File: src/hw/modbus_map.svh
// Constants of the parameter access slave: codes, limits, timing.
// Assumes a 100 MHz clock and an RS485 transceiver on the UART pins.
`ifndef MODBUS_MAP_SVH
`define MODBUS_MAP_SVH

`define CLK_HZ       100000000
`define BAUD         9600
`define BIT_CYC      (`CLK_HZ / `BAUD)
// 3.5 characters of 11 bits, rounded up
`define GAP_TENTHS   385
`define GAP_CYC      ((`CLK_HZ / `BAUD) * `GAP_TENTHS / 10 + 1)

`define FN_RD_HOLD   8'h03
`define FN_RD_INPUT  8'h04
`define FN_WR_ONE    8'h06
`define FN_EXC_BIT   8'h80
`define EX_FUNC      8'h01
`define EX_ADDR      8'h02
`define EX_VAL       8'h03

`define MAP_FIRST    16'h0100
`define MAP_LAST     16'h0112
`define PARAM_NUM    19
`define QTY_MAX      16'h007d
`define PARAM_LIMIT  16'h03e8
`define RD_BYTES     8'h02

`define REQ_LEN      8
`define MIN_LEN      8'h04
`define TXB_LEN      6
`define LEN_EXC      3'h3
`define LEN_RD       3'h5
`define LEN_ECHO     3'h6
`define CRC_INIT     16'hffff
`define CRC_POLY     16'ha001

`endif

File: src/hw/modbus_pkg.sv
// Types shared by the parameter access slave.
// Assumes the map header is compiled alongside.
`default_nettype none

package modbus_pkg;

  typedef enum logic [3:0] {
    S_IDLE = 4'b0001,
    S_EVAL = 4'b0010,
    S_SEND = 4'b0100,
    S_WAIT = 4'b1000
  } state_e;

  typedef struct packed {
    logic [7:0]  slave;
    logic [7:0]  func;
    logic [15:0] regaddr;
    logic [15:0] value;
  } req_s;

  typedef struct packed {
    logic        we;
    logic [4:0]  idx;
    logic [15:0] val;
  } param_wr_s;

endpackage : modbus_pkg

`default_nettype wire

File: src/hw/modbus_uart.sv
// 8N1 UART receiver and transmitter for the RS485 link.
// Assumes the receive pin is asynchronous; transmit is same-clock.
`include "modbus_map.svh"
`default_nettype none

module modbus_uart #(
  parameter int unsigned BIT_CYC = `BIT_CYC
) (
  input  wire logic       i_clk,
  input  wire logic       i_reset_n,
  input  wire logic       i_rxd,
  input  wire logic       i_tx_start,
  input  wire logic [7:0] i_tx_byte,
  output logic            o_rx_valid,
  output logic [7:0]      o_rx_byte,
  output logic            o_tx_busy,
  output logic            o_txd
);
  localparam int CW = $clog2(BIT_CYC + 1);

  logic          sync1_r, sync2_r;
  logic          ract_r, ract_nxt;
  logic [CW-1:0] rcnt_r, rcnt_nxt;
  logic [3:0]    rbit_r, rbit_nxt;
  logic [7:0]    rsh_r, rsh_nxt;
  logic          rval_r, rval_nxt;
  logic          busy_r, busy_nxt;
  logic [CW-1:0] tcnt_r, tcnt_nxt;
  logic [3:0]    tbit_r, tbit_nxt;
  logic [9:0]    tsh_r, tsh_nxt;
  logic          txd_r, txd_nxt;

  // Start bit checked again at mid-bit to reject glitches
  always_comb begin
    ract_nxt = ract_r;
    rcnt_nxt = rcnt_r;
    rbit_nxt = rbit_r;
    rsh_nxt  = rsh_r;
    rval_nxt = 1'b0;
    if (!ract_r) begin
      if (!sync2_r) begin
        ract_nxt = 1'b1;
        rcnt_nxt = CW'(BIT_CYC / 2);
        rbit_nxt = 4'h0;
      end
    end else if (rcnt_r != '0) begin
      rcnt_nxt = rcnt_r - CW'(1);
    end else begin
      rcnt_nxt = CW'(BIT_CYC - 1);
      rbit_nxt = rbit_r + 4'h1;
      if (rbit_r == 4'h0) begin
        if (sync2_r) ract_nxt = 1'b0;
      end else if (rbit_r <= 4'h8) begin
        rsh_nxt = {sync2_r, rsh_r[7:1]};
      end else begin
        ract_nxt = 1'b0;
        rval_nxt = sync2_r;
      end
    end
  end

  always_comb begin
    busy_nxt = busy_r;
    tcnt_nxt = tcnt_r;
    tbit_nxt = tbit_r;
    tsh_nxt  = tsh_r;
    if (!busy_r) begin
      if (i_tx_start) begin
        busy_nxt = 1'b1;
        tsh_nxt  = {1'b1, i_tx_byte, 1'b0};
        tcnt_nxt = CW'(BIT_CYC - 1);
        tbit_nxt = 4'h0;
      end
    end else if (tcnt_r != '0) begin
      tcnt_nxt = tcnt_r - CW'(1);
    end else if (tbit_r == 4'h9) begin
      busy_nxt = 1'b0;
    end else begin
      tsh_nxt  = {1'b1, tsh_r[9:1]};
      tbit_nxt = tbit_r + 4'h1;
      tcnt_nxt = CW'(BIT_CYC - 1);
    end
    txd_nxt = busy_nxt ? tsh_nxt[0] : 1'b1;
  end

  always_ff @(posedge i_clk) begin
    if (!i_reset_n) begin
      sync1_r <= 1'b1;
      sync2_r <= 1'b1;
      ract_r  <= 1'b0;
      rcnt_r  <= '0;
      rbit_r  <= 4'h0;
      rsh_r   <= 8'h00;
      rval_r  <= 1'b0;
      busy_r  <= 1'b0;
      tcnt_r  <= '0;
      tbit_r  <= 4'h0;
      tsh_r   <= 10'h3ff;
      txd_r   <= 1'b1;
    end else begin
      sync1_r <= i_rxd;
      sync2_r <= sync1_r;
      ract_r  <= ract_nxt;
      rcnt_r  <= rcnt_nxt;
      rbit_r  <= rbit_nxt;
      rsh_r   <= rsh_nxt;
      rval_r  <= rval_nxt;
      busy_r  <= busy_nxt;
      tcnt_r  <= tcnt_nxt;
      tbit_r  <= tbit_nxt;
      tsh_r   <= tsh_nxt;
      txd_r   <= txd_nxt;
    end
  end

  assign o_rx_valid = rval_r;
  assign o_rx_byte  = rsh_r;
  assign o_tx_busy  = busy_r;
  assign o_txd      = txd_r;

endmodule : modbus_uart

`default_nettype wire

File: src/hw/modbus_param_access_slave.sv
// Modbus RTU slave serving the function parameter holding registers.
// Assumes a half-duplex RS485 transceiver; slave address and motor
// state come from same-clock logic.
`include "modbus_map.svh"
`default_nettype none

// Function
// - Parameters sit at 0x0100 to 0x0112 and are all read/write.
// - Function 03 reads one register and replies byte count 2 plus value.
// - A good function 06 write is answered by an exact echo.
// - A write refused for its data or while running answers 0x86 with exception 03.
// - An unsupported function code yields exception 01.
// - An address out of the map or overflowing it yields exception 02.
// - Data over the limit or written while running yields exception 03.
// - Exceptions carry address, function with top bit set, code and CRC.
// - Function 04 at 0x0180 answers 0x84 with exception 02.
// - Function 04 with a bad quantity answers 0x84 with exception 03.
// - Frames for another slave address are not answered.
// - The link runs 9600 baud 8N1 half duplex.
// - Only functions 03 and 06 are executed; others, and 04 reading one in-map register, give exception 01.
module modbus_param_access_slave #(
  parameter int unsigned BIT_CYC = `BIT_CYC,
  parameter int unsigned GAP_CYC = `GAP_CYC
) (
  input  wire logic                    i_clk,
  input  wire logic                    i_reset_n,
  input  wire logic                    i_rxd,
  input  wire logic [7:0]              i_slave_addr,
  input  wire logic                    i_motor_running,
  output logic                         o_txd,
  output logic                         o_tx_en,
  output modbus_pkg::param_wr_s        o_param
);
  localparam int GW = $clog2(GAP_CYC + 1);

  function automatic logic [15:0] crc_step(input logic [15:0] c,
                                           input logic [7:0]  d);
    logic [15:0] x;
    x = c ^ {8'h00, d};
    for (int i = 0; i < 8; i++) begin
      x = x[0] ? ((x >> 1) ^ `CRC_POLY) : (x >> 1);
    end
    return x;
  endfunction : crc_step

  modbus_pkg::state_e    st_r, st_nxt;
  logic [7:0]            rx_buf_r [`REQ_LEN];
  logic [7:0]            rx_buf_nxt [`REQ_LEN];
  logic [7:0]            rx_cnt_r, rx_cnt_nxt;
  logic [15:0]           crc_r, crc_nxt;
  logic [GW-1:0]         gap_r, gap_nxt;
  logic [7:0]            tx_buf_r [`TXB_LEN];
  logic [7:0]            tx_buf_nxt [`TXB_LEN];
  logic [2:0]            tx_len_r, tx_len_nxt;
  logic [2:0]            tx_idx_r, tx_idx_nxt;
  logic                  tx_en_r, tx_en_nxt;
  logic [15:0]           params_r [`PARAM_NUM];
  logic [15:0]           params_nxt [`PARAM_NUM];
  modbus_pkg::param_wr_s param_r, param_nxt;

  logic                  rx_valid;
  logic [7:0]            rx_byte;
  logic                  tx_busy;
  logic                  tx_start;
  logic [7:0]            tx_byte;
  logic                  uart_txd;
  modbus_pkg::req_s      req;
  logic                  is_rd, is_wr, len_ok, frame_ok, discard;
  logic                  in_map, range_ok, qty_ok;
  logic [16:0]           rd_last;
  logic [4:0]            idx;
  logic [7:0]            exc;

  modbus_uart #(
    .BIT_CYC   (BIT_CYC)
  ) u_uart (
    .i_clk     (i_clk),
    .i_reset_n (i_reset_n),
    .i_rxd     (i_rxd),
    .i_tx_start(tx_start),
    .i_tx_byte (tx_byte),
    .o_rx_valid(rx_valid),
    .o_rx_byte (rx_byte),
    .o_tx_busy (tx_busy),
    .o_txd     (uart_txd)
  );

  assign req = '{slave:   rx_buf_r[0],
                 func:    rx_buf_r[1],
                 regaddr: {rx_buf_r[2], rx_buf_r[3]},
                 value:   {rx_buf_r[4], rx_buf_r[5]}};

  assign is_rd    = req.func == `FN_RD_HOLD || req.func == `FN_RD_INPUT;
  assign is_wr    = req.func == `FN_WR_ONE;
  assign len_ok   = rx_cnt_r == 8'(`REQ_LEN);
  // address match and CRC residue of zero
  assign frame_ok = rx_cnt_r >= `MIN_LEN && crc_r == 16'h0000
                    && req.slave == i_slave_addr;
  // Known functions must be exactly one request frame long
  assign discard  = !frame_ok || ((is_rd || is_wr) && !len_ok);
  assign in_map   = req.regaddr >= `MAP_FIRST && req.regaddr <= `MAP_LAST;
  assign rd_last  = {1'b0, req.regaddr} + {1'b0, req.value} - 17'h00001;
  assign range_ok = in_map && rd_last <= {1'b0, `MAP_LAST};
  assign qty_ok   = req.value != 16'h0000 && req.value <= `QTY_MAX;
  assign idx      = 5'(req.regaddr - `MAP_FIRST);

  // Quantity checked before address, as for standard slaves
  always_comb begin
    exc = 8'h00;
    if (!is_rd && !is_wr) begin
      exc = `EX_FUNC;
    end else if (is_rd) begin
      if (!qty_ok) exc = `EX_VAL;
      else if (!range_ok) exc = `EX_ADDR;
      else if (req.value != 16'h0001) exc = `EX_VAL;
      else if (req.func == `FN_RD_INPUT) exc = `EX_FUNC;
    end else begin
      if (!in_map) exc = `EX_ADDR;
      // refused while running or over limit
      else if (i_motor_running || req.value > `PARAM_LIMIT) exc = `EX_VAL;
    end
  end

  // CRC low byte goes out first
  assign tx_byte = (tx_idx_r < tx_len_r) ? tx_buf_r[tx_idx_r]
                 : (tx_idx_r == tx_len_r) ? crc_r[7:0] : crc_r[15:8];

  always_comb begin
    st_nxt     = st_r;
    rx_buf_nxt = rx_buf_r;
    rx_cnt_nxt = rx_cnt_r;
    crc_nxt    = crc_r;
    gap_nxt    = gap_r;
    tx_buf_nxt = tx_buf_r;
    tx_len_nxt = tx_len_r;
    tx_idx_nxt = tx_idx_r;
    tx_en_nxt  = tx_en_r;
    params_nxt = params_r;
    param_nxt  = param_r;
    param_nxt.we = 1'b0;
    tx_start   = 1'b0;
    unique case (st_r)
      modbus_pkg::S_IDLE: begin
        if (rx_valid) begin
          if (rx_cnt_r < 8'(`REQ_LEN)) rx_buf_nxt[rx_cnt_r[2:0]] = rx_byte;
          if (rx_cnt_r != 8'hff) rx_cnt_nxt = rx_cnt_r + 8'h01;
          crc_nxt = crc_step(crc_r, rx_byte);
          gap_nxt = '0;
        end else if (rx_cnt_r != 8'h00) begin
          if (gap_r == GW'(GAP_CYC)) st_nxt = modbus_pkg::S_EVAL;
          else gap_nxt = gap_r + GW'(1);
        end
      end
      modbus_pkg::S_EVAL: begin
        rx_cnt_nxt = 8'h00;
        crc_nxt    = `CRC_INIT;
        gap_nxt    = '0;
        tx_idx_nxt = 3'h0;
        tx_buf_nxt[0] = req.slave;
        if (discard) begin
          st_nxt = modbus_pkg::S_IDLE;
        end else begin
          st_nxt    = modbus_pkg::S_SEND;
          tx_en_nxt = 1'b1;
          if (exc != 8'h00) begin
            tx_buf_nxt[1] = req.func | `FN_EXC_BIT;
            tx_buf_nxt[2] = exc;
            tx_len_nxt    = `LEN_EXC;
          end else if (is_rd) begin
            tx_buf_nxt[1] = req.func;
            tx_buf_nxt[2] = `RD_BYTES;
            tx_buf_nxt[3] = params_r[idx][15:8];
            tx_buf_nxt[4] = params_r[idx][7:0];
            tx_len_nxt    = `LEN_RD;
          end else begin
            for (int i = 1; i < `TXB_LEN; i++) tx_buf_nxt[i] = rx_buf_r[i];
            tx_len_nxt      = `LEN_ECHO;
            params_nxt[idx] = req.value;
            param_nxt       = '{we: 1'b1, idx: idx, val: req.value};
          end
        end
      end
      modbus_pkg::S_SEND: begin
        tx_start = 1'b1;
        if (tx_idx_r < tx_len_r) crc_nxt = crc_step(crc_r, tx_byte);
        st_nxt = modbus_pkg::S_WAIT;
      end
      modbus_pkg::S_WAIT: begin
        if (!tx_busy) begin
          if (tx_idx_r == tx_len_r + 3'h1) begin
            st_nxt    = modbus_pkg::S_IDLE;
            tx_en_nxt = 1'b0;
            crc_nxt   = `CRC_INIT;
          end else begin
            tx_idx_nxt = tx_idx_r + 3'h1;
            st_nxt     = modbus_pkg::S_SEND;
          end
        end
      end
      default: begin
        st_nxt    = modbus_pkg::S_IDLE;
        tx_en_nxt = 1'b0;
      end
    endcase
  end

  always_ff @(posedge i_clk) begin
    if (!i_reset_n) begin
      st_r     <= modbus_pkg::S_IDLE;
      rx_cnt_r <= 8'h00;
      crc_r    <= `CRC_INIT;
      gap_r    <= '0;
      tx_len_r <= 3'h0;
      tx_idx_r <= 3'h0;
      tx_en_r  <= 1'b0;
      param_r  <= '0;
      for (int i = 0; i < `REQ_LEN; i++) rx_buf_r[i] <= 8'h00;
      for (int i = 0; i < `TXB_LEN; i++) tx_buf_r[i] <= 8'h00;
      for (int i = 0; i < `PARAM_NUM; i++) params_r[i] <= 16'h0000;
    end else begin
      st_r     <= st_nxt;
      rx_buf_r <= rx_buf_nxt;
      rx_cnt_r <= rx_cnt_nxt;
      crc_r    <= crc_nxt;
      gap_r    <= gap_nxt;
      tx_buf_r <= tx_buf_nxt;
      tx_len_r <= tx_len_nxt;
      tx_idx_r <= tx_idx_nxt;
      tx_en_r  <= tx_en_nxt;
      params_r <= params_nxt;
      param_r  <= param_nxt;
    end
  end

  assign o_txd   = uart_txd;
  assign o_tx_en = tx_en_r;
  assign o_param = param_r;
endmodule : modbus_param_access_slave

`default_nettype wire

File: config.mk
export PLATFORM = sky130hd
export DESIGN_NAME = modbus_param_access_slave
export DESIGN_NICKNAME = d
export VERILOG_FILES = /design/src/hw/modbus_pkg.sv /design/src/hw/modbus_uart.sv /design/src/hw/modbus_param_access_slave.sv
export VERILOG_INCLUDE_DIRS = /design/src /design/src/hw
export SDC_FILE = /design/constraint.sdc
export NUM_CORES = 1
export LEC_CHECK = 0
export ABC_AREA = 1
export BUFFER_PORTS_ARGS = -buffer_cell sky130_fd_sc_hd__buf_2
export CAP_MARGIN = 20
export CORE_UTILIZATION = 65
export DETAILED_ROUTE_END_ITERATION = 16
export PLACE_DENSITY = 0.82
export SYNTH_ARGS = -nofsm -noshare
export SYNTH_HDL_FRONTEND = slang
export SYNTH_SLANG_ARGS = --single-unit
export TNS_END_PERCENT = 50
File: constraint.sdc
create_clock -name i_clk -period 8.2 [get_ports i_clk]
set_input_delay 0.82 -clock i_clk [delete_from_list [all_inputs] [get_ports i_clk]]
set_output_delay 0.82 -clock i_clk [all_outputs]
set_load 0.02 [all_outputs]
==> results.md <==
- The routed design has 71800 um of wire.
- The TritonCTS clock tree is yes.
- After synthesis, the netlist uses 63 different library cells.
- The wire-length estimate of the detail-placed layout is 46900 um.
- Walking the worst path, the cells encountered are inv_1, ha_1, inv_1, ha_1, fa_1, nand3_1, nand2_1, nand2_1, nand2_1, nand2_1, nand3b_1, nand2_1, inv_1, a21oi_1, nand4_1, nand3_2, nand2_2, nor2_8, nand2_1, nand2_1, nor2_1.
- In this run the critical register-to-register path is launched from req[1]$_SDFFE_PN0P_.
- For this block, the initial DRC count from the detailed router was 2248.
- Registers take 10600 um^2.
- The hold buffer count at CTS is 0.
- The run finished with clean final reports.
- No sink is reached through more buffers than the 3 on the longest clock path.
- The terminating pin of the worst hold path is u_uart.sync1_r$_SDFF_PN1_.
- In this run the vertical extent of the chip is 201 um.
- For the finished layout, the period the worst path requires is 5.74 ns.
- The die covers 40200 um^2.
- By startpoint and endpoint, the worst setup path is classified as reg -> reg.
- The area of combinational cells with multiple inputs is 11800 um^2.
- Counting instances, the worst hold path has a depth of 2.
- The overall fraction of global-route tracks in use is 35.0%.
- The post-synth design cell area is 25600 um^2.
- The most frequently used flop master after synthesis is sky130_fd_sc_hd__dfxtp_1.
- The number of antenna-violating nets in the routed design is 0.
- The cell at the root of the clock tree is sky130_fd_sc_hd__clkbuf_16.
- STA classifies the critical path endpoint as a flop.
- The post-synthesis to final-layout area growth is 6.75%.
- When the netlist entered floorplanning its net count stood at 3771.
- The element type at the critical path start is a flop.
- Setup repair after global routing left no endpoint under its margin.
- Entering global routing, the biggest net connects 187 pins.
- sky130_fd_sc_hd__dfxtp_1 takes more of the synthesized area than any other cell.
- After global routing the overflow that remains totals 0.
- The maximum fanout count along the critical path is 42.
- The setup check on the worst reg-to-reg path leaves a slack of 2.46 ns.
- The worst path arrival time is 6.22 ns.
- The required time of the critical path is 8.68 ns.
- After synthesis, the cell types taking the most area are sky130_fd_sc_hd__dfxtp_1, sky130_fd_sc_hd__nand2_1, sky130_fd_sc_hd__inv_1, sky130_fd_sc_hd__nor2_1, sky130_fd_sc_hd__nand3_1.
- The number of pins exceeding their max-slew limit in the final report is 0.
- The startpoint identified for the worst hold timing path is i_rxd.
- The summed negative setup slack over all endpoints is 0 ns.
- Final hold analysis gives a worst-case slack of 0.417 ns.
- Setup violations remaining at the end of the flow were counted as 0.
- In this run the power density over the cells is 184 nW/um^2.
- The total setup buffers inserted after CTS is 0.
- Across all layers, the routed design uses 23.9k vias.
- The H-tree level count is 2.
- The count of filler cells inserted in the layout is 3209.
- The headroom to the max-slew limit is 23.1%.
- The static leakage is 13.7 nW.
- The number of hold-slack violations in the final timing report is 0.
- The standard-cell row count is 72.
- The horizontal die dimension is 201 um.
- The clock drives 528 sinks.
- The ratio of cells with drive above 1 in the final layout is 5.40%.
- The top cell type's share of synthesized area is 41.2%.
- The number of vias per cell after detailed routing is 5.72.
- Clock tree synthesis inserted a total of 53 buffers.
- The post-synthesis instance total is 3712.
- The count of synthesis-stage warnings from yosys is 0.
- The later pin in the worst-skew pair is clocked with a latency of 0.62 ns.
- The CTS clock-pin slew for the worst setup and hold paths is 0.06 ns.
- IR analysis of the VDD net gives a maximum drop of 0.000183 V.
- The cell occurring most often along the worst timing path is sky130_fd_sc_hd__nand2_1.
- The average wire per cell in the routed design is 17.1 um.
- 0 antenna diodes ended up in the layout.
- The share of synthesized area occupied by flip-flops and latches is 41.2%.
- The worst hold path belongs to the class in -> reg.
- The net count of the finished layout is 3692.
- In this run, post-CTS repair resized a total of 0 instances.
- The number of antenna violations at the first check in global routing is 2.
- The number of top-level pins is 36.
- For this configuration, the core starts out at a cell density of 66.2%.
- The endpoint of the worst-slack reg-to-reg timing path is tx_buf_r[12]$_SDFFE_PN0P_.
- The average instance area after synthesis is 6.91 um^2.
- The highest cell delay on the worst timing path is 0.99 ns.
- The fraction of registers with async set/reset is 0%.
- The count of buffers from port buffering is 35.
- After detailed routing, the number of remaining DRC violations is 0.
- The number of cells on the worst reg-to-reg path is 21.
- The synthesis-stage register bit count is 528.
- The worst clock skew is 0.0295 ns.
- The synthesized design contains 0 enable-type register cells.
- The core box area is 38700 um^2.
- The max-cap violation count is 0.
- The share of the cycle needed by the critical path after routing is 70.0%.
- Static timing analysis puts the maximum clock frequency at 174 MHz.
- The number of iterations in the first detailed-routing pass is 8.
- The first global-routing pass estimated 114000 um of wire.
- The via count of the first global-routing pass is 22.6k.
- For the pin with the worst max-slew slack, the measured transition is 1.15 ns.
- The cell with the biggest individual delay on the critical path is sky130_fd_sc_hd__dfxtp_1.
- The final estimated routing congestion in global placement is 0.935.
-- layout make-up --
| cell class | instances | share of cell area (%) |
|---|---|---|
| multi-input combinational | 2375 | 43.1 |
| tap | 518 | 2.37 |
| timing repair buffer | 62 | 1.48 |
| sequential | 528 | 38.6 |
| clock inverter | 11 | 0.274 |
| inverter | 613 | 8.41 |
| clock buffer | 79 | 5.72 |
-- state kept, by name, indices dropped and copies added (netlist names), 4 cells and up --
| register | flops |
|---|---|
| o_param | 15 |
| u_uart.tbit_r | 4 |
| req | 48 |
| rx_cnt_r | 8 |
| params_r | 304 |
| st_r | 4 |
| u_uart.tcnt_r | 14 |
| u_uart.tsh_r | 10 |
| tx_buf_r | 47 |
| gap_r | 19 |
| u_uart.rcnt_r | 14 |
| u_uart.o_rx_byte | 8 |
| crc_r | 16 |
| u_uart.rbit_r | 4 |
-- routing by layer --
metal	vias to the layer above	GRT usage, %	share of wire [%]
met5	-	0	0.015
met4	2	19.5	5.2
met3	222	4.35	7.1
met2	966	59.9	47
met1	11100	42.8	41
li1	11600	-	-
-- how the worst max path moves through the flow --
stage / start / to / slack (ns) / cells after the start
floorplan: req[0]$_SDFFE_PN0P_ / params_r[168]$_SDFFE_PN0P_ / 4.83 / 23
global placement: req[1]$_SDFFE_PN0P_ / tx_buf_r[15]$_SDFFE_PN0P_ / 2.73 / 21
finish: req[1]$_SDFFE_PN0P_ / tx_buf_r[12]$_SDFFE_PN0P_ / 2.46 / 21
global route: req[4]$_SDFFE_PN0P_ / tx_buf_r[15]$_SDFFE_PN0P_ / 1.97 / 23
detailed placement: req[1]$_SDFFE_PN0P_ / tx_buf_r[0]$_SDFFE_PN0P_ / 2.58 / 21
CTS: req[1]$_SDFFE_PN0P_ / tx_buf_r[15]$_SDFFE_PN0P_ / 2.54 / 21
-- synthesized netlist by cell type (all sizes together), types with 2 or more instances --
cell,n
o221ai,7
clkinv,6
or2,10
nand4,46
inv,607
a2bb2oi,2
a21boi,3
a21o,2
nand3,210
dfxtp,528
and2,5
a31oi,9
nor3,41
nand2,776
a22oi,44
nor2,558
xnor2,20
clkbuf,93
nor3b,4
o2111ai,4
nand3b,8
a211oi,24
o211ai,34
a21oi,161
buf,103
a22o,5
xor2,31
a221oi,12
o41ai,2
o21a,2
o22ai,81
o32ai,3
nor4,22
a2111oi,5
o21ai,189
ha,46
-- kinds of logic (layout without fill, tap and decap cells) --
family | count (synthesis) | in the layout | synth area share, %
adders and majority gates | 47 | 47 | 2.32
and+or+nand+nor | 1682 | 1682 | 28.1
buffers and inverters | 809 | 765 | 12.8
AOI/OAI and AO/OA | 595 | 595 | 13.8
xor gates and xnor gates | 51 | 51 | 1.74
DFF | 528 | 528 | 41.2
-- critical path: cells and delay by family, from the launching register on --
| kind | cells | cell delay, ns |
|---|---|---|
| simple gates | 14 | 3.14 |
| flops | 1 | 0.99 |
| fa+ha+maj | 3 | 0.99 |
| buf+inv | 3 | 0.23 |
| compound gates | 1 | 0.23 |
-- placed cells by master (no fill, tap or decap), drive strengths merged, types with 3 or more instances in the layout --
cell type	n
nand2	776
inv	607
nor2	558
dfxtp	528
nand3	210
o21ai	189
a21oi	161
o22ai	81
clkbuf	79
buf	61
ha	46
nand4	46
a22oi	44
nor3	41
o211ai	34
xor2	31
a211oi	24
nor4	22
xnor2	20
clkinv	15
a221oi	12
or2	10
a31oi	9
nand3b	8
o221ai	7
a2111oi	5
and2	5
a22o	5
o2111ai	4
nor3b	4
o32ai	3
a21boi	3
-- where the power goes --
part | internal (mW) | switching, mW
logic | 0.0313 | 0.0873
registers | 2.57 | 0.00867
clock network | 1.31 | 1.02
-- through the flow --
stage / power, mW / setup WS, ns / util, % / area, um^2 / cells
floorplan: 2.73 / 4.83 / - / 25600 / 3712
global placement: 2.75 / 2.73 / 66.4 / 25700 / 4094
finish: 5.03 / 2.46 / 70.6 / 27400 / 4186
global route: 5.16 / 1.97 / 70.6 / 27400 / 4186
CTS: 5.04 / 2.54 / 70.6 / 27400 / 4185
detailed placement: 2.75 / 2.58 / 66.4 / 25700 / 4095
Note: power is estimated with default switching activity, not from simulation.
